**config.mk**
```make
export PLATFORM = sky130hd
export DESIGN_NAME = usb_sie_control_status
export DESIGN_NICKNAME = d
export VERILOG_FILES = /design/src/design/usb_sie_ctrl_pkg.sv /design/src/design/usb_sie_control_status.sv
export VERILOG_INCLUDE_DIRS = /design/src /design/src/design
export SDC_FILE = /design/constraint.sdc
export NUM_CORES = 1
export LEC_CHECK = 0
export BUFFER_PORTS_ARGS = -buffer_cell sky130_fd_sc_hd__clkbuf_2
export CORE_UTILIZATION = 56
export DETAILED_ROUTE_END_ITERATION = 10
export PLACE_DENSITY_LB_ADDON = 0.3
export RECOVER_POWER = 50
export SKIP_LAST_GASP = 1
export SYNTH_ARGS = -nofsm -noshare
export SYNTH_HDL_FRONTEND = slang
export SYNTH_SLANG_ARGS = --single-unit
```
**constraint.sdc**
```tcl
create_clock -name core_clk_i -period 3.4 [get_ports core_clk_i]
set_input_delay 0.68 -clock core_clk_i [delete_from_list [all_inputs] [get_ports core_clk_i]]
set_output_delay 0.68 -clock core_clk_i [all_outputs]
set_load 0.1 [all_outputs]
```
**src/design/usb_sie_ctrl_map.svh**
```systemverilog
`ifndef USB_SIE_CTRL_MAP_SVH
`define USB_SIE_CTRL_MAP_SVH

`define REG_ENGINE_CONTROL  2'h0
`define REG_DEVICE_ADDRESS  2'h1
`define REG_ENDPOINT_STALL  2'h2
`define REG_ENGINE_STATUS   2'h3

`define CTL_PULLUP_BIT      7
`define CTL_OSC_BIT         6
`define CTL_SLEEP2_BIT      4
`define CTL_CLKON_BIT       3
`define CTL_EPSEL_HI_BIT    1
`define CTL_EPSEL_LO_BIT    0
`define CTL_WMASK           8'hDB
`define CTL_RESET           8'h00

`define ADR_WAKE_BIT        0
`define ADR_RESET           8'h00

`define STL_WMASK           8'h77
`define STL_RESET           8'h00

`define STS_NAKMASK_BIT     7
`define STS_RXERR_BIT       6
`define STS_NORESP_BIT      4
`define STS_IN_BIT          3
`define STS_OUT_BIT         2
`define STS_FIFOERR_BIT     1
`define STS_APPLY_BIT       0
`define STS_RESET           8'h00

`endif

```
**src/design/usb_sie_ctrl_pkg.sv**
```systemverilog
package usb_sie_ctrl_pkg;

  typedef enum logic [1:0] {
    EP_CTRL0,
    EP_ONE,
    EP_TWO
  } ep_sel_type;

  typedef struct packed {
    logic       bus_reset;
    logic       setup_token;
    logic       suspend;
    logic       in_token;
    logic       out_nonzero;
    logic       nak_sent;
    logic       rx_integrity_err;
    logic       no_response;
    logic       fifo_err;
    logic       in_read_ok;
  } engine_event_type;

endpackage

```
**src/design/usb_sie_control_status.sv**
```systemverilog
// Our own choices: the address-and-strobe port and the register offsets.
`timescale 1ns/100ps
`include "usb_sie_ctrl_map.svh"

// Overview of operation
// RULE1 - set sleep flag; interrupt on rising edge
// RULE2 - control bit 7 drives D-minus pull-up
// RULE3 - osc bit: 0 is 12MHz, 1 is 6MHz
// RULE4 - endpoint select 00/01/1x routes FIFO
// RULE5 - address bits 7..1 hold device address
// RULE6 - address bit 0 enables remote wakeup
// RULE7 - address register resets to 00H
// RULE8 - firmware writes address after SETUP stage
// RULE9 - stall bits 6..4 are OUT stalls
// RULE10 - stall bits 2..0 are IN stalls
// RULE11 - firmware sets stall on endpoint misbehaviour
// RULE12 - bus reset or SETUP clears stalls
// RULE13 - NAK mask gates NAK interrupts
// RULE14 - set integrity error; firmware clears
// RULE15 - set no-response error; firmware clears
// RULE16 - read-only bit shows IN token
// RULE17 - OUT flag set, SETUP or firmware clears
// RULE18 - shared FIFO access error flag
// RULE19 - apply mode 1: adopt after IN read
// RULE20 - apply mode 0: adopt on write
// RULE21 - firmware clears apply bit after SETUP
// RULE22 - firmware enables clock, clears sleep2
// RULE23 - hardware set beats firmware clear
module usb_sie_control_status (
  input  wire logic                               core_clk_i,
  input  wire logic                               rst_i,
  input  wire logic                               clk_en_i,
  input  wire logic [1:0]                         reg_addr_i,
  input  wire logic [7:0]                         reg_wdata_i,
  input  wire logic                               reg_wr_i,
  input  wire logic                               reg_rd_i,
  output logic      [7:0]                         reg_rdata_o,
  input  wire usb_sie_ctrl_pkg::engine_event_type evt_i,
  output logic                                    usb_irq_o,
  output logic                                    dminus_pullup_o,
  output logic                                    osc_freq_select_o,
  output logic                                    engine_clock_on_o,
  output logic                                    second_sleep_control_o,
  output usb_sie_ctrl_pkg::ep_sel_type            fifo_ep_o,
  output logic      [6:0]                         active_addr_o,
  output logic                                    remote_wake_allow_o,
  output logic      [2:0]                         out_halt_o,
  output logic      [2:0]                         in_halt_o
);

  logic [7:0] ctl_r;
  logic [7:0] adr_r;
  logic [7:0] stl_r;
  logic       sleep_r;
  logic       sleep_d_r;
  logic       nak_mask_r;
  logic       rxerr_r;
  logic       noresp_r;
  logic       in_tok_r;
  logic       out_r;
  logic       fifoerr_r;
  logic       apply_r;
  logic [6:0] active_r;
  logic       irq_r;
  logic [7:0] rdata_r;
  logic [7:0] sts_view;
  logic       wr_ctl;
  logic       wr_adr;
  logic       wr_stl;
  logic       wr_sts;

  assign wr_ctl = clk_en_i & reg_wr_i & (reg_addr_i == `REG_ENGINE_CONTROL);
  assign wr_adr = clk_en_i & reg_wr_i & (reg_addr_i == `REG_DEVICE_ADDRESS);
  assign wr_stl = clk_en_i & reg_wr_i & (reg_addr_i == `REG_ENDPOINT_STALL);
  assign wr_sts = clk_en_i & reg_wr_i & (reg_addr_i == `REG_ENGINE_STATUS);

  always_ff @(posedge core_clk_i or posedge rst_i) begin
    if (rst_i) begin
      ctl_r <= `CTL_RESET;
    end else if (wr_ctl) begin
      ctl_r <= reg_wdata_i & `CTL_WMASK;
    end
  end

  assign dminus_pullup_o        = ctl_r[`CTL_PULLUP_BIT]; // RULE2
  assign osc_freq_select_o      = ctl_r[`CTL_OSC_BIT]; // RULE3
  assign engine_clock_on_o      = ctl_r[`CTL_CLKON_BIT];
  assign second_sleep_control_o = ctl_r[`CTL_SLEEP2_BIT];

  // endpoint 2 for both upper codes
  always_comb begin
    case ({ctl_r[`CTL_EPSEL_HI_BIT], ctl_r[`CTL_EPSEL_LO_BIT]})
      2'h0:    fifo_ep_o = usb_sie_ctrl_pkg::EP_CTRL0; // RULE4
      2'h1:    fifo_ep_o = usb_sie_ctrl_pkg::EP_ONE; // RULE4
      default: fifo_ep_o = usb_sie_ctrl_pkg::EP_TWO; // RULE4
    endcase
  end

  always_ff @(posedge core_clk_i or posedge rst_i) begin
    if (rst_i) begin
      adr_r <= `ADR_RESET; // RULE7
    end else if (wr_adr) begin
      adr_r <= reg_wdata_i; // RULE5 RULE6
    end
  end

  assign remote_wake_allow_o = adr_r[`ADR_WAKE_BIT]; // RULE6

  // address actually answered on the bus
  always_ff @(posedge core_clk_i or posedge rst_i) begin
    if (rst_i) begin
      active_r <= 7'h00;
    end else if (clk_en_i) begin
      if (wr_adr && !apply_r) begin
        active_r <= reg_wdata_i[7:1]; // RULE20
      end else if (apply_r && evt_i.in_read_ok) begin
        active_r <= adr_r[7:1]; // RULE19
      end
    end
  end

  assign active_addr_o = active_r;

  // hardware clears override firmware sets: a setup resets endpoint state
  always_ff @(posedge core_clk_i or posedge rst_i) begin
    if (rst_i) begin
      stl_r <= `STL_RESET;
    end else if (clk_en_i) begin
      if (evt_i.bus_reset || evt_i.setup_token) begin
        stl_r <= `STL_RESET; // RULE12
      end else if (wr_stl) begin
        stl_r <= reg_wdata_i & `STL_WMASK; // RULE11
      end
    end
  end

  assign out_halt_o = stl_r[6:4]; // RULE9
  assign in_halt_o  = stl_r[2:0]; // RULE10

  always_ff @(posedge core_clk_i or posedge rst_i) begin
    if (rst_i) begin
      sleep_r   <= 1'b0;
      sleep_d_r <= 1'b0;
    end else if (clk_en_i) begin
      sleep_r   <= evt_i.suspend; // RULE1
      sleep_d_r <= sleep_r;
    end
  end

  // firmware-written status bits
  always_ff @(posedge core_clk_i or posedge rst_i) begin
    if (rst_i) begin
      nak_mask_r <= 1'b0;
      apply_r    <= 1'b0;
    end else if (wr_sts) begin
      nak_mask_r <= reg_wdata_i[`STS_NAKMASK_BIT];
      apply_r    <= reg_wdata_i[`STS_APPLY_BIT];
    end
  end

  // sticky flags: set wins over a firmware zero in the same cycle
  always_ff @(posedge core_clk_i or posedge rst_i) begin
    if (rst_i) begin
      rxerr_r   <= 1'b0;
      noresp_r  <= 1'b0;
      fifoerr_r <= 1'b0;
    end else if (clk_en_i) begin
      if (evt_i.rx_integrity_err) begin
        rxerr_r <= 1'b1; // RULE14 RULE23
      end else if (wr_sts && !reg_wdata_i[`STS_RXERR_BIT]) begin
        rxerr_r <= 1'b0; // RULE14
      end
      if (evt_i.no_response) begin
        noresp_r <= 1'b1; // RULE15 RULE23
      end else if (wr_sts && !reg_wdata_i[`STS_NORESP_BIT]) begin
        noresp_r <= 1'b0; // RULE15
      end
      if (evt_i.fifo_err) begin
        fifoerr_r <= 1'b1; // RULE18 RULE23
      end else if (wr_sts && !reg_wdata_i[`STS_FIFOERR_BIT]) begin
        fifoerr_r <= 1'b0; // RULE18
      end
    end
  end

  always_ff @(posedge core_clk_i or posedge rst_i) begin
    if (rst_i) begin
      out_r <= 1'b0;
    end else if (clk_en_i) begin
      if (evt_i.out_nonzero) begin
        out_r <= 1'b1; // RULE17 RULE23
      end else if (evt_i.setup_token) begin
        out_r <= 1'b0; // RULE17
      end else if (wr_sts && !reg_wdata_i[`STS_OUT_BIT]) begin
        out_r <= 1'b0; // RULE17
      end
    end
  end

  always_ff @(posedge core_clk_i or posedge rst_i) begin
    if (rst_i) begin
      in_tok_r <= 1'b0;
    end else if (clk_en_i) begin
      in_tok_r <= evt_i.in_token; // RULE16
    end
  end

  // registered interrupt: one cycle per sleep rise, high as long as an unmasked nak_sent lasts
  always_ff @(posedge core_clk_i or posedge rst_i) begin
    if (rst_i) begin
      irq_r <= 1'b0;
    end else if (clk_en_i) begin
      irq_r <= (sleep_r & ~sleep_d_r) | (evt_i.nak_sent & ~nak_mask_r); // RULE1 RULE13
    end
  end

  assign usb_irq_o = irq_r;

  always_comb begin
    sts_view = 8'h00;
    sts_view[`STS_NAKMASK_BIT] = nak_mask_r;
    sts_view[`STS_RXERR_BIT]   = rxerr_r;
    sts_view[`STS_NORESP_BIT]  = noresp_r;
    sts_view[`STS_IN_BIT]      = in_tok_r;
    sts_view[`STS_OUT_BIT]     = out_r;
    sts_view[`STS_FIFOERR_BIT] = fifoerr_r;
    sts_view[`STS_APPLY_BIT]   = apply_r;
  end

  // read data valid only in the cycle after the strobe
  always_ff @(posedge core_clk_i or posedge rst_i) begin
    if (rst_i) begin
      rdata_r <= 8'h00;
    end else if (clk_en_i) begin
      if (reg_rd_i) begin
        case (reg_addr_i)
          `REG_ENGINE_CONTROL: rdata_r <= ctl_r;
          `REG_DEVICE_ADDRESS: rdata_r <= adr_r;
          `REG_ENDPOINT_STALL: rdata_r <= stl_r;
          `REG_ENGINE_STATUS:  rdata_r <= sts_view;
          default:             rdata_r <= 8'h00;
        endcase
      end else begin
        rdata_r <= 8'h00;
      end
    end
  end

  assign reg_rdata_o = rdata_r;

  chk_sleep_irq : assert property (@(posedge core_clk_i) disable iff (rst_i) // RULE1
    clk_en_i [*2] ##0 $rose(sleep_r) |=> usb_irq_o)
    else $error("sleep rise gave no interrupt");

  chk_nak_masked : assert property (@(posedge core_clk_i) disable iff (rst_i) // RULE13
    clk_en_i && nak_mask_r && evt_i.nak_sent && !(sleep_r && !sleep_d_r) |=> !usb_irq_o)
    else $error("masked nak raised interrupt");

  chk_stall_clear : assert property (@(posedge core_clk_i) disable iff (rst_i) // RULE12
    clk_en_i && (evt_i.bus_reset || evt_i.setup_token) |=> stl_r == 8'h00)
    else $error("stall bits not cleared");

  chk_rxerr_sticky : assert property (@(posedge core_clk_i) disable iff (rst_i) // RULE14
    clk_en_i && evt_i.rx_integrity_err |=> rxerr_r)
    else $error("integrity error not set");

  chk_noresp_set : assert property (@(posedge core_clk_i) disable iff (rst_i) // RULE15
    clk_en_i && evt_i.no_response |=> noresp_r)
    else $error("no-response flag not set");

  chk_out_flag : assert property (@(posedge core_clk_i) disable iff (rst_i) // RULE17
    clk_en_i && evt_i.setup_token && !evt_i.out_nonzero |=> !out_r)
    else $error("out flag survived setup");

  chk_fifo_err : assert property (@(posedge core_clk_i) disable iff (rst_i) // RULE18
    clk_en_i && evt_i.fifo_err |=> fifoerr_r)
    else $error("fifo error not set");

  chk_addr_now : assert property (@(posedge core_clk_i) disable iff (rst_i) // RULE20
    wr_adr && !apply_r |=> {active_addr_o, 1'b0} == ($past(reg_wdata_i) & 8'hFE))
    else $error("address not adopted on write");

  chk_addr_later : assert property (@(posedge core_clk_i) disable iff (rst_i) // RULE19
    clk_en_i && apply_r && !evt_i.in_read_ok |=> $stable(active_addr_o))
    else $error("address adopted before IN read");

  chk_nak_irq : assert property (@(posedge core_clk_i) disable iff (rst_i) // RULE13
    clk_en_i && evt_i.nak_sent && !nak_mask_r |=> usb_irq_o)
    else $error("unmasked nak gave no interrupt");

  chk_sleep_flag : assert property (@(posedge core_clk_i) disable iff (rst_i) // RULE1
    clk_en_i && evt_i.suspend |=> sleep_r)
    else $error("sleep flag not set");

  chk_irq_cause : assert property (@(posedge core_clk_i) disable iff (rst_i) // RULE1 RULE13
    clk_en_i && !evt_i.nak_sent && !(sleep_r && !sleep_d_r) |=> !usb_irq_o)
    else $error("interrupt without a cause");

  chk_rxerr_clear : assert property (@(posedge core_clk_i) disable iff (rst_i) // RULE14
    wr_sts && !reg_wdata_i[`STS_RXERR_BIT] && !evt_i.rx_integrity_err |=> !rxerr_r)
    else $error("integrity error not cleared");

  chk_noresp_clear : assert property (@(posedge core_clk_i) disable iff (rst_i) // RULE15
    wr_sts && !reg_wdata_i[`STS_NORESP_BIT] && !evt_i.no_response |=> !noresp_r)
    else $error("no-response flag not cleared");

  chk_fifo_clear : assert property (@(posedge core_clk_i) disable iff (rst_i) // RULE18
    wr_sts && !reg_wdata_i[`STS_FIFOERR_BIT] && !evt_i.fifo_err |=> !fifoerr_r)
    else $error("fifo error not cleared");

  chk_out_clear : assert property (@(posedge core_clk_i) disable iff (rst_i) // RULE17
    wr_sts && !reg_wdata_i[`STS_OUT_BIT] && !evt_i.out_nonzero |=> !out_r)
    else $error("out flag not cleared");

  chk_out_set : assert property (@(posedge core_clk_i) disable iff (rst_i) // RULE17 RULE23
    clk_en_i && evt_i.out_nonzero |=> out_r)
    else $error("out flag not set");

  chk_out_hold : assert property (@(posedge core_clk_i) disable iff (rst_i) // RULE17
    clk_en_i && out_r && !evt_i.setup_token && !wr_sts |=> out_r)
    else $error("out flag dropped by itself");

  chk_rxerr_hold : assert property (@(posedge core_clk_i) disable iff (rst_i) // RULE14
    clk_en_i && rxerr_r && !wr_sts |=> rxerr_r)
    else $error("integrity error dropped by itself");

  chk_noresp_hold : assert property (@(posedge core_clk_i) disable iff (rst_i) // RULE15
    clk_en_i && noresp_r && !wr_sts |=> noresp_r)
    else $error("no-response flag dropped by itself");

  chk_fifo_hold : assert property (@(posedge core_clk_i) disable iff (rst_i) // RULE18
    clk_en_i && fifoerr_r && !wr_sts |=> fifoerr_r)
    else $error("fifo error dropped by itself");

  chk_stall_hold : assert property (@(posedge core_clk_i) disable iff (rst_i) // RULE9 RULE10
    clk_en_i && !evt_i.bus_reset && !evt_i.setup_token && !wr_stl |=> $stable(stl_r))
    else $error("stall bits moved by themselves");

  chk_stall_write : assert property (@(posedge core_clk_i) disable iff (rst_i) // RULE9 RULE10
    wr_stl && !evt_i.bus_reset && !evt_i.setup_token |=> stl_r == ($past(reg_wdata_i) & 8'h77))
    else $error("stall write not stored");

  chk_pullup_bit : assert property (@(posedge core_clk_i) disable iff (rst_i) // RULE2
    wr_ctl |=> {dminus_pullup_o, 7'h00} == ($past(reg_wdata_i) & 8'h80))
    else $error("pull-up does not follow bit 7");

  chk_osc_bit : assert property (@(posedge core_clk_i) disable iff (rst_i) // RULE3
    wr_ctl |=> {1'b0, osc_freq_select_o, 6'h00} == ($past(reg_wdata_i) & 8'h40))
    else $error("oscillator select does not follow bit 6");

  chk_ep_upper : assert property (@(posedge core_clk_i) disable iff (rst_i) // RULE4
    ctl_r[`CTL_EPSEL_HI_BIT] |-> fifo_ep_o == usb_sie_ctrl_pkg::EP_TWO)
    else $error("upper select codes not endpoint 2");

  chk_wake_bit : assert property (@(posedge core_clk_i) disable iff (rst_i) // RULE6
    wr_adr |=> {7'h00, remote_wake_allow_o} == ($past(reg_wdata_i) & 8'h01))
    else $error("wake enable does not follow bit 0");

  chk_addr_store : assert property (@(posedge core_clk_i) disable iff (rst_i) // RULE5
    wr_adr |=> adr_r == $past(reg_wdata_i))
    else $error("address write not stored");

  chk_addr_apply : assert property (@(posedge core_clk_i) disable iff (rst_i) // RULE19
    clk_en_i && apply_r && evt_i.in_read_ok |=> {active_addr_o, 1'b0} == ($past(adr_r) & 8'hFE))
    else $error("stored address not adopted after IN read");

  chk_in_seen : assert property (@(posedge core_clk_i) disable iff (rst_i) // RULE16
    clk_en_i && evt_i.in_token |=> sts_view[`STS_IN_BIT])
    else $error("IN token not shown");

  chk_in_gone : assert property (@(posedge core_clk_i) disable iff (rst_i) // RULE16
    clk_en_i && !evt_i.in_token |=> !sts_view[`STS_IN_BIT])
    else $error("IN token shown without token");

  chk_frozen_state : assert property (@(posedge core_clk_i) disable iff (rst_i) // RULE2 RULE9
    !clk_en_i |=> $stable(ctl_r) && $stable(adr_r) && $stable(stl_r) && $stable(usb_irq_o))
    else $error("state moved while frozen");

endmodule

```
# == Yosys cells after proc, flatten, opt, wreduce, memory -nomap -nowiden ==
# Cells that the tools add are included.
# W data, S select, Z words.
# totals
ff_bits,47
in_bits,25
out_inout_bits,29
wordCells,71
# classes
n_eq_ne,4
n_mux,16
bitwise,10
reduce_logical,26
# op_table
cell,count
$pmux W8 S4,1
$mux W8,3
$mux W7,2
$reduce_and A2 Y1,6
$reduce_bool A2 Y1,5
$mux W1,9
$and A1 B1 Y1,7
$logic_and A1 B1 Y1,6
$logic_not A1 Y1,5
$eq A2 B1 Y1 const B,2
$eq A2 B2 Y1 const B,2
$logic_not A2 Y1,2
$pmux W2 S2,1
$reduce_bool A3 Y1,1
$not A1 Y1,2
$logic_or A1 B1 Y1,1
$or A1 B1 Y1,1

# == Logic depth before layout (Yosys ltp) ==
# Gate-level depths: netlist of run 1.
# depth
ltp_word,6
mapped_depth,5

# == Worst setup path before layout of run 1 ==
# Ideal clock, no wire load.
# synth_path
path_type,register to output
startpoint,reg ctl_r[1]
endpoint,out fifo_ep_o[0]
arrival_time_ns,1.724
setup_slack_ns,0.996
stages_incl_launch_ff,2
path_cell_list,dfrtp_1 -> nor2b_1
# synth_between
elab_chain_cells,2
elab_cells_between_ends,3
# synth_lines
item,line,rtl
start: declaration,usb_sie_control_status.sv:51,logic [7:0] ctl_r;
start signal: assignment,usb_sie_control_status.sv:79,ctl_r <= `CTL_RESET;
start signal: assignment,usb_sie_control_status.sv:81,ctl_r <= reg_wdata_i & `CTL_WMASK;
$eq A2 B1 Y1 or $logic_not A2 Y1 (tied branches),usb_sie_control_status.sv:92,"case ({ctl_r[`CTL_EPSEL_HI_BIT], ctl_r[`CTL_EPSEL_LO_BIT]})"
$pmux W2 S2 *,usb_sie_control_status.sv:92,
end: declaration,usb_sie_control_status.sv:44,"output usb_sie_ctrl_pkg::ep_sel_type fifo_ep_o,"
# Mark *: on every way between the ends. The rest lies on a longest branch, timed or not.

# == Worst setup path after layout of run 1 ==
# layout_path
startpoint,in reg_addr_i[0]
endpoint,"reg active_r[1], in the netlist active_addr_o[1]"
# layout_between
elab_chain_cells,5
elab_cells_between_ends,6
# layout_lines
item,line,rtl
start: declaration,usb_sie_control_status.sv:33,"input wire logic [1:0] reg_addr_i,"
$eq A2 B1 Y1 *,-,
$and A1 B1 Y1 *,usb_sie_control_status.sv:73,assign wr_adr = clk_en_i & reg_wr_i & (reg_addr_i == `REG_DEVICE_ADDRESS);
$logic_and A1 B1 Y1 *,usb_sie_control_status.sv:114,if (wr_adr && !apply_r) begin
$reduce_bool A2 Y1 (no line),-,
$reduce_and A2 Y1 (no line),-,
end signal: assignment,usb_sie_control_status.sv:115,active_r <= reg_wdata_i[7:1];
end signal: assignment,usb_sie_control_status.sv:117,active_r <= adr_r[7:1];
end: declaration,usb_sie_control_status.sv:63,logic [6:0] active_r;
# Marked as above.
# A chain may end at the register's enable or synchronous reset.

==> flow_metrics.env, run 1 <==
export IMPL_status="finished, violations left"
export IMPL_violations="max-capacitance violations, max-slew violations"
export IMPL_dieArea_um2=3960
export IMPL_synth_seq_cells=45
export IMPL_holdWs_ns=0.403
export IMPL_hold_violations=0
export IMPL_syn_nets=189
export IMPL_synth_most_common_cell="dfrtp_1"
export IMPL_area_growth_pct=17.1
export IMPL_worstPathRequired_ns=3.59
export IMPL_finalWirelength_mm=4.53
export IMPL_fin_area_um2=2440
export IMPL_post_cts_buffers=0
export IMPL_ctsHoldBuffers=0
export IMPL_yosysWarningCount=0
export IMPL_grt_pass1_wl_mm=7.61
export IMPL_fin_nets=242
export IMPL_hp_class="input port to asynchronous set/reset pin"
export IMPL_cts_buffers=5
export IMPL_clock_sinks=45
export IMPL_num_io_pins=54
export IMPL_power_leakage_uw=0.00114
export IMPL_ant_nets=0
export IMPL_antenna_found_initial=0
export IMPL_viasPerCell=5.72
export IMPL_drive_gt1_share_pct=43.1
export IMPL_async_reset_ff_share_pct=100
export IMPL_fin_worst_skew_ns=0.0123
export IMPL_gp_congestion=0.908
export IMPL_slew_viol_final=31
export IMPL_fill_cells=259
export IMPL_cts_root_buffer="clkbuf_8"
export IMPL_dpl_worst_slack_ns=1.06
export IMPL_cts_resized=0
export IMPL_placed_area_um2=2350
export IMPL_grt_use_total_pct=25.8
export IMPL_arrival_ns=2.45
export IMPL_core_area_um2=3440
export IMPL_n_antenna_cell=0
export IMPL_drt_iter0_drc=70
export IMPL_yosysTopAreaCellShare_pct=54.1
export IMPL_synth_top_area_cell="dfrtp_1"
export IMPL_htree_levels=2
export IMPL_netlist_area_um2=2080
export IMPL_dpl_hpwl_mm=3.36
export IMPL_cts_reportedPaths_clkPinSlew_ns=0.10
export IMPL_synth_edff_count=0
export IMPL_vias=1511
export IMPL_clk_latency_ns=0.30
export IMPL_cts_tree="built"
export IMPL_cts_buffer_depth=2
export IMPL_period_needed_ns=2.26
export IMPL_die_x_um=63.0
export IMPL_grt_pass1_vias=1505
export IMPL_yosysSeqAreaShare_pct=54.1
export IMPL_synthesis_instances=164
export IMPL_synth_cell_types=33
export IMPL_final_setup_tns_ns=0
export IMPL_synthFlopType="dfrtp_1"
export IMPL_avgSynthCellArea_um2=12.7
export IMPL_synth_area_leaders="dfrtp_1, mux2_2, mux2i_1"
export IMPL_vdd_drop_max_v=0.000517
export IMPL_drtPass1Iterations=6
export IMPL_rows=21
export IMPL_power_total_uw=1810
export IMPL_synth_common_cells="dfrtp_1, mux2_2, nand2_1"
export IMPL_final_setup_worst_slack_ns=1.14
export IMPL_relSlewSlack_pct=-1.67
export IMPL_worst_slew_pin_slew_ns=1.52
export IMPL_p_per_area_nw_per_um2=745
export IMPL_maxCapViolCount=1
export IMPL_worstSetupPathType="input port to register"
export IMPL_die_y_um=63.0
export IMPL_setup_viol=0
export IMPL_drc_errors=0
export IMPL_rsz0062_at_grt="false"
export IMPL_critPathMaxFanout=14
export IMPL_port_buffer_count=53
export IMPL_wl_per_cell_um=17.2
export IMPL_min_period_over_period_pct=66.4
export IMPL_start_util_pct=60.5
export IMPL_grt_max_degree=31
export IMPL_fmax_mhz=443
export IMPL_endpoint_kind="register"
export IMPL_overflow=0
export IMPL_crit_path_start_kind="input port"
-- where the power goes --
part / switching, uW / total [uW] / internal, uW
registers: 71.0 / 703 / 632
clock network: 190 / 340 / 150
logic: 621 / 772 / 150
total: 883 / 1810 / 932
-- worst max-delay path, cell delays in order --
cell and delay [ns]:
clkbuf_1 0.58, nor2b_4 0.32, and4b_1 0.51, mux2i_1 0.28
o21ai_2 0.07
-- final cells by class --
cell class | instances | area (um^2) | area share (%)
Sequential cell | 45 | 1130 | 46.2
Multi-Input combinational cell | 102 | 857 | 35.2
Timing Repair Buffer | 54 | 268 | 11.0
Tap cell | 46 | 57.6 | 2.36
Clock buffer | 5 | 68.8 | 2.82
Inverter | 9 | 33.8 | 1.39
Clock inverter | 3 | 25.0 | 1.03
-- registers in the layout, indices dropped and copies added, names as in the netlist --
name           count
active_addr_o      7
adr_r              8
apply_r            1
ctl_r              6
fifoerr_r          1
in_tok_r           1
nak_mask_r         1
noresp_r           1
out_r              1
reg_rdata_o        8
rxerr_r            1
sleep_d_r          1
sleep_r            1
stl_r              6
usb_irq_o          1
-- worst paths after layout --
path                                  start               end  slack [ns]  depth (start not counted)
setup / recovery              reg_addr_i[0]  active_addr_o[1]        1.14                          5
hold / removal                        rst_i  active_addr_o[1]        0.40                          2
setup reg to reg                    apply_r  active_addr_o[1]        1.94                          3
hold reg to reg            active_addr_o[3]  active_addr_o[3]        0.51                          2
max in group asynchronous             rst_i    reg_rdata_o[5]        1.19                          3
min in group core_clk_i    active_addr_o[3]  active_addr_o[3]        0.51                          2
-- metrics by stage --
stage	util, %	std cells
2_1_floorplan	-	164
3_5_place_dp	68.4	256
4_1_cts	71.1	264
3_3_place_gp	68.4	256
5_1_grt	70.8	264
6_report	70.8	264
-- kinds of logic (layout without fill, tap and decap cells) --
group                  after synthesis  count (layout)  share of synthesized area (%)
AOI/OAI and AO/OA                   33              33                           10.9
muxes                               33              33                           19.5
DFF                                 45              45                           54.1
buffers and inverters               17              71                           4.39
and+or+nand+nor                     36              36                           11.1
-- cell usage in the layout, fill, tap and decap left out, types with 2 or more instances in the layout --
cell	synthesis	layout
o21ai_0	6	7
mux2_2	20	20
mux2i_1	9	9
mux4_2	4	4
inv_1	9	9
o21ai_2	2	2
a31oi_1	3	3
clkbuf_1	3	2
o21ai_1	7	6
nor2_1	4	4
nand2_1	15	15
nand2b_1	2	2
inv_6	0	2
dfrtp_1	45	45
nand3_1	4	4
clkbuf_8	0	5
a22oi_1	2	2
o22ai_1	4	4
a22o_1	7	7
clkbuf_2	0	52
-- metal layers --
layer | wire length [um] | part of all wire (%) | vias to the layer above | GRT usage [%]
met5 | 0 | 0 | - | 0
met4 | 124 | 2.7 | 0 | 11.9
met3 | 194 | 4.3 | 12 | 5.47
met2 | 2320 | 51 | 47 | 40.9
met1 | 1890 | 42 | 761 | 33.8
li1 | - | - | 691 | -
No activity file was read; power rests on OpenSTA's default activity.
==> run 2, diff against run 1 <==
- CORE_UTILIZATION: 56 -> 47
- clock period: 3.4 -> 2 ns (I/O delays scaled with it)
==> flow_metrics.env, run 2 (synthesis results as in run 1) <==
export IMPL_period_needed_ns=1.70
export IMPL_antenna_found_initial=0
export IMPL_grt_use_total_pct=21.0
export IMPL_holdWs_ns=0.306
export IMPL_critPathMaxFanout=4
export IMPL_arrival_ns=1.30
export IMPL_critPathMaxStageDelay_ns=0.46
export IMPL_vdd_drop_max_v=0.000722
export IMPL_clk_latency_ns=0.29
export IMPL_dieArea_um2=4700
export IMPL_hold_violations=0
export IMPL_relSlewSlack_pct=27.0
export IMPL_fmax_mhz=587
export IMPL_vias=1464
export IMPL_crit_family="buffers and inverters"
export IMPL_cts_tree="built"
export IMPL_cts_reportedPaths_clkPinSlew_ns=0.08
export IMPL_die_y_um=68.5
export IMPL_overflow=0
export IMPL_worstReg2RegStart="apply_r"
export IMPL_slowest_stage="clkbuf_2"
export IMPL_ant_nets=0
export IMPL_grt_max_degree=46
export IMPL_fin_worst_skew_ns=0.00436
export IMPL_wl_per_cell_um=16.4
export IMPL_crit_path_start_kind="register"
export IMPL_core_area_um2=4120
export IMPL_hp_class="input port to register"
export IMPL_hold_path_depth=3
export IMPL_drive_gt1_share_pct=43.6
export IMPL_worstPathRequired_ns=1.60
export IMPL_status="completed"
export IMPL_worstSetupPathType="register to output port"
export IMPL_dpl_hpwl_mm=3.19
export IMPL_layout_commonest_cell="clkbuf_2"
export IMPL_finalWirelength_mm=4.42
export IMPL_r2r_slack_ns=0.57
export IMPL_slew_viol_final=0
export IMPL_die_x_um=68.5
export IMPL_endpoint_kind="output port"
export IMPL_rows=23
export IMPL_n_antenna_cell=0
export IMPL_drtPass1Iterations=4
export IMPL_worst_slew_pin_slew_ns=1.09
export IMPL_viasPerCell=5.42
export IMPL_cts_root_buffer="clkbuf_8"
export IMPL_fin_nets=244
export IMPL_ctsHoldBuffers=0
export IMPL_port_buffer_count=53
export IMPL_reg2reg_depth=3
export IMPL_p_per_area_nw_per_um2=1260
export IMPL_cts_buffers=5
export IMPL_gp_congestion=0.775
export IMPL_start_util_pct=50.6
export IMPL_htree_levels=2
export IMPL_post_cts_buffers=0
export IMPL_fin_area_um2=2450
export IMPL_r2r_end="active_addr_o[4]"
export IMPL_power_leakage_uw=0.00115
export IMPL_placed_area_um2=2380
export IMPL_cts_resized=0
export IMPL_mostFrequentLayoutCells="clkbuf_2, dfrtp_1, mux2_2"
export IMPL_rsz0062_at_grt="false"
export IMPL_hp_start="evt_i[3]"
export IMPL_setup_viol=0
export IMPL_cts_buffer_depth=2
export IMPL_grt_pass1_wl_mm=6.93
export IMPL_crit_chain="nor2b_2 -> clkbuf_2"
export IMPL_final_setup_tns_ns=0
export IMPL_worst_path_buf_inv=1
export IMPL_clock_sinks=45
export IMPL_min_period_over_period_pct=85.2
export IMPL_area_growth_pct=18.0
export IMPL_grt_pass1_vias=1456
export IMPL_num_io_pins=54
export IMPL_drc_errors=0
export IMPL_drt_iter0_drc=73
export IMPL_whs_endpoint="rxerr_r"
export IMPL_cp_depth=2
export IMPL_maxCapViolCount=0
## run 2: cell types whose count changed in the layout (fill, tap and decap cells not counted), sizes merged
cell / before / now
clkinvlp: 1 / 0
inv: 11 / 8
clkinv: 0 / 2
clkbuf: 59 / 61
buf: 0 / 2
## run 2: worst max-delay path by stage
| stage | from | endpoint | slack (ns) |
|---|---|---|---|
| detailed placement | reg_addr_i[1] | active_addr_o[4] | 0.13 |
| global route | ctl_r[1] | fifo_ep_o[0] | 0.26 |
| global placement | reg_addr_i[1] | active_addr_o[1] | 0.16 |
| floorplan | ctl_r[1] | fifo_ep_o[1] | 0.38 |
| CTS | ctl_r[1] | fifo_ep_o[0] | 0.29 |
| finish | ctl_r[1] | fifo_ep_o[0] | 0.30 |
## run 2: tightest hold or removal path, stage by stage
cell      delay (ns)
clkbuf_2        0.08
nand2_1         0.04
nand2_1         0.05
## run 2: stage by stage
stage | setup slack, ns | instances | utilization, % | total power, uW
4_1_cts | 0.287 | 270 | 60.2 | 3130
2_1_floorplan | 0.383 | 164 | - | 2290
3_5_place_dp | 0.127 | 262 | 57.7 | 2520
3_3_place_gp | 0.159 | 262 | 57.7 | 2510
5_1_grt | 0.259 | 270 | 59.7 | 3240
6_report | 0.296 | 270 | 59.7 | 3090
## run 2: metal layers
layer  up-vias  global-route usage (%)  wire length (um)
met5         -                       0                 0
met3         6                    4.11               159
met2        34                    33.7              2180
li1        695                       -                 -
met4         0                    9.38                54
met1       729                    27.6              2020
## run 2: layout make-up
class	instances	area (um^2)
multi-input cells	102	847
clock buffers	7	96.3
inverters	9	33.8
fillers	363	1660
flip-flops and latches	45	1130
well taps	50	62.6
repair buffers	56	284
clock inverters	1	5.00
## run 2: where the power goes
group / internal, uW / total [uW] / leakage [uW] / switching (uW)
Combinational: 259 / 1300 / 0.000539 / 1050
Sequential: 1070 / 1190 / 0.000556 / 112
Clock: 312 / 605 / 0.0000542 / 292
==> run 3, diff against run 2 <==
==> constraint.sdc (replaced) <==
create_clock -name core_clk_i -period 2 [get_ports core_clk_i]
set_input_delay 0.4 -clock core_clk_i [delete_from_list [all_inputs] [get_ports core_clk_i]]
set_output_delay 0.4 -clock core_clk_i [all_outputs]
set_load 0.005 [all_outputs]
==> flow_metrics.env, run 3 (synthesis results as in run 1) <==
export IMPL_min_period_over_period_pct=78.3
export IMPL_gp_congestion=0.794
export IMPL_drtPass1Iterations=4
export IMPL_fin_worst_skew_ns=0.00292
export IMPL_grt_pass1_wl_mm=7.10
export IMPL_cts_reportedPaths_clkPinSlew_ns=0.08
export IMPL_dpl_worst_slack_ns=0.185
export IMPL_antenna_found_initial=0
export IMPL_p_per_area_nw_per_um2=922
export IMPL_layout_commonest_cell="clkbuf_2"
export IMPL_mostFrequentLayoutCells="clkbuf_2, dfrtp_1, mux2_2"
export IMPL_slew_viol_final=0
export IMPL_dieArea_um2=4700
export IMPL_die_x_um=68.5
export IMPL_post_cts_buffers=0
export IMPL_arrival_ns=1.74
export IMPL_setup_viol=0
export IMPL_r2r_slack_ns=0.59
export IMPL_worstSetupPathType="input port to register"
export IMPL_critPathLaunch="clk_en_i"
export IMPL_fin_nets=246
export IMPL_final_setup_tns_ns=0
export IMPL_vdd_drop_max_v=0.000440
export IMPL_dpl_hpwl_mm=3.35
export IMPL_n_antenna_cell=0
export IMPL_viasPerCell=5.43
export IMPL_dp_cells=264
export IMPL_start_util_pct=50.6
export IMPL_wl_met2_mm=2.36
export IMPL_grt_use_total_pct=21.9
export IMPL_top_layer="met4"
export IMPL_stdcell_count=272
export IMPL_ant_nets=0
export IMPL_hp_class="input port to register"
export IMPL_power_leakage_uw=0.00115
export IMPL_grt_pass1_vias=1408
export IMPL_worstPathRequired_ns=2.17
export IMPL_cts_tree="built"
export IMPL_grt_max_degree=46
export IMPL_rows=23
export IMPL_drc_errors=0
export IMPL_cts_resized=0
export IMPL_final_setup_worst_slack_ns=0.434
export IMPL_drt_iter0_drc=81
export IMPL_rsz0062_at_grt="false"
export IMPL_drive_gt1_share_pct=42.3
export IMPL_ctsHoldBuffers=0
export IMPL_maxCapViolCount=0
export IMPL_r2r_end="active_addr_o[6]"
export IMPL_relSlewSlack_pct=26.4
export IMPL_core_area_um2=4120
export IMPL_fmax_mhz=639
export IMPL_period_needed_ns=1.57
export IMPL_reg2reg_depth=3
export IMPL_cts_buffer_depth=2
export IMPL_worst_slew_pin_slew_ns=1.10
export IMPL_vias=1478
export IMPL_crit_path_start_kind="input port"
export IMPL_wl_per_cell_um=16.6
export IMPL_finalWirelength_mm=4.53
export IMPL_cts_buffers=5
export IMPL_dr_wl_met3_um=187
export IMPL_endpoint_kind="register"
export IMPL_m1WireLength_mm=1.96
export IMPL_cp_endpoint="active_addr_o[6]"
export IMPL_worstReg2RegStart="apply_r"
export IMPL_hold_violations=0
export IMPL_cts_root_buffer="clkbuf_8"
export IMPL_area_growth_pct=18.6
export IMPL_fill_cells=362
export IMPL_num_io_pins=54
export IMPL_overflow=0
export IMPL_status="completed"
export IMPL_port_buffer_count=53
export IMPL_clk_latency_ns=0.29
export IMPL_htree_levels=2
export IMPL_clock_sinks=45
export IMPL_die_y_um=68.5
export IMPL_critPathMaxFanout=14
[run 3: cell types whose count changed in the layout (fill, tap and decap cells not counted), sizes merged]
cell / delta
clkbuf: +2
[run 3: stage by stage]
stage | utilization [%] | hold WS [ns] | power (uW) | instance area (um^2)
after floorplan | - | 0.460 | 1480 | 2080
after global placement | 58.0 | 0.470 | 1690 | 2390
after detailed placement | 58.0 | 0.479 | 1710 | 2390
after CTS | 60.5 | 0.227 | 2320 | 2490
after global routing | 60.0 | 0.299 | 2420 | 2470
final | 60.0 | 0.300 | 2280 | 2470
[run 3: cell type report]
| cell class | count | area, um^2 | share of cell area (%) |
|---|---|---|---|
| timing repair buffer | 58 | 288 | 11.7 |
| inverter | 9 | 33.8 | 1.37 |
| clock inverter | 1 | 5.00 | 0.203 |
| clock buffer | 7 | 96.3 | 3.90 |
| tap | 50 | 62.6 | 2.53 |
| multi-input combinational | 102 | 857 | 34.7 |
| sequential | 45 | 1130 | 45.6 |
[run 3: report_power, final]
group	switching [uW]	internal, uW	total, uW
clock network	293	312	605
registers	116	1070	1190
logic	224	258	483
total	633	1640	2280
[run 3: worst min-delay path by stage]
stage	to	startpoint	depth (start not counted)	slack, ns
global placement	active_addr_o[5]	active_addr_o[5]	2	0.47
CTS	stl_r[6]	rst_i	3	0.23
floorplan	out_r	out_r	1	0.46
detailed placement	active_addr_o[5]	active_addr_o[5]	2	0.48
finish	rxerr_r	evt_i[3]	3	0.30
global route	noresp_r	evt_i[2]	3	0.30
[run 3: per-layer routing]
layer,vias to the layer above,track usage (%)
li1,709,-
met1,730,27.6
met2,37,36.6
met3,2,5.26
met4,0,7.81
met5,-,0
[run 3: worst max-delay path, stage by stage]
cell and delay (ns):
clkbuf_1 0.31, clkbuf_1 0.54, o21ai_4 0.26, nand2_1 0.14
o21ai_1 0.07
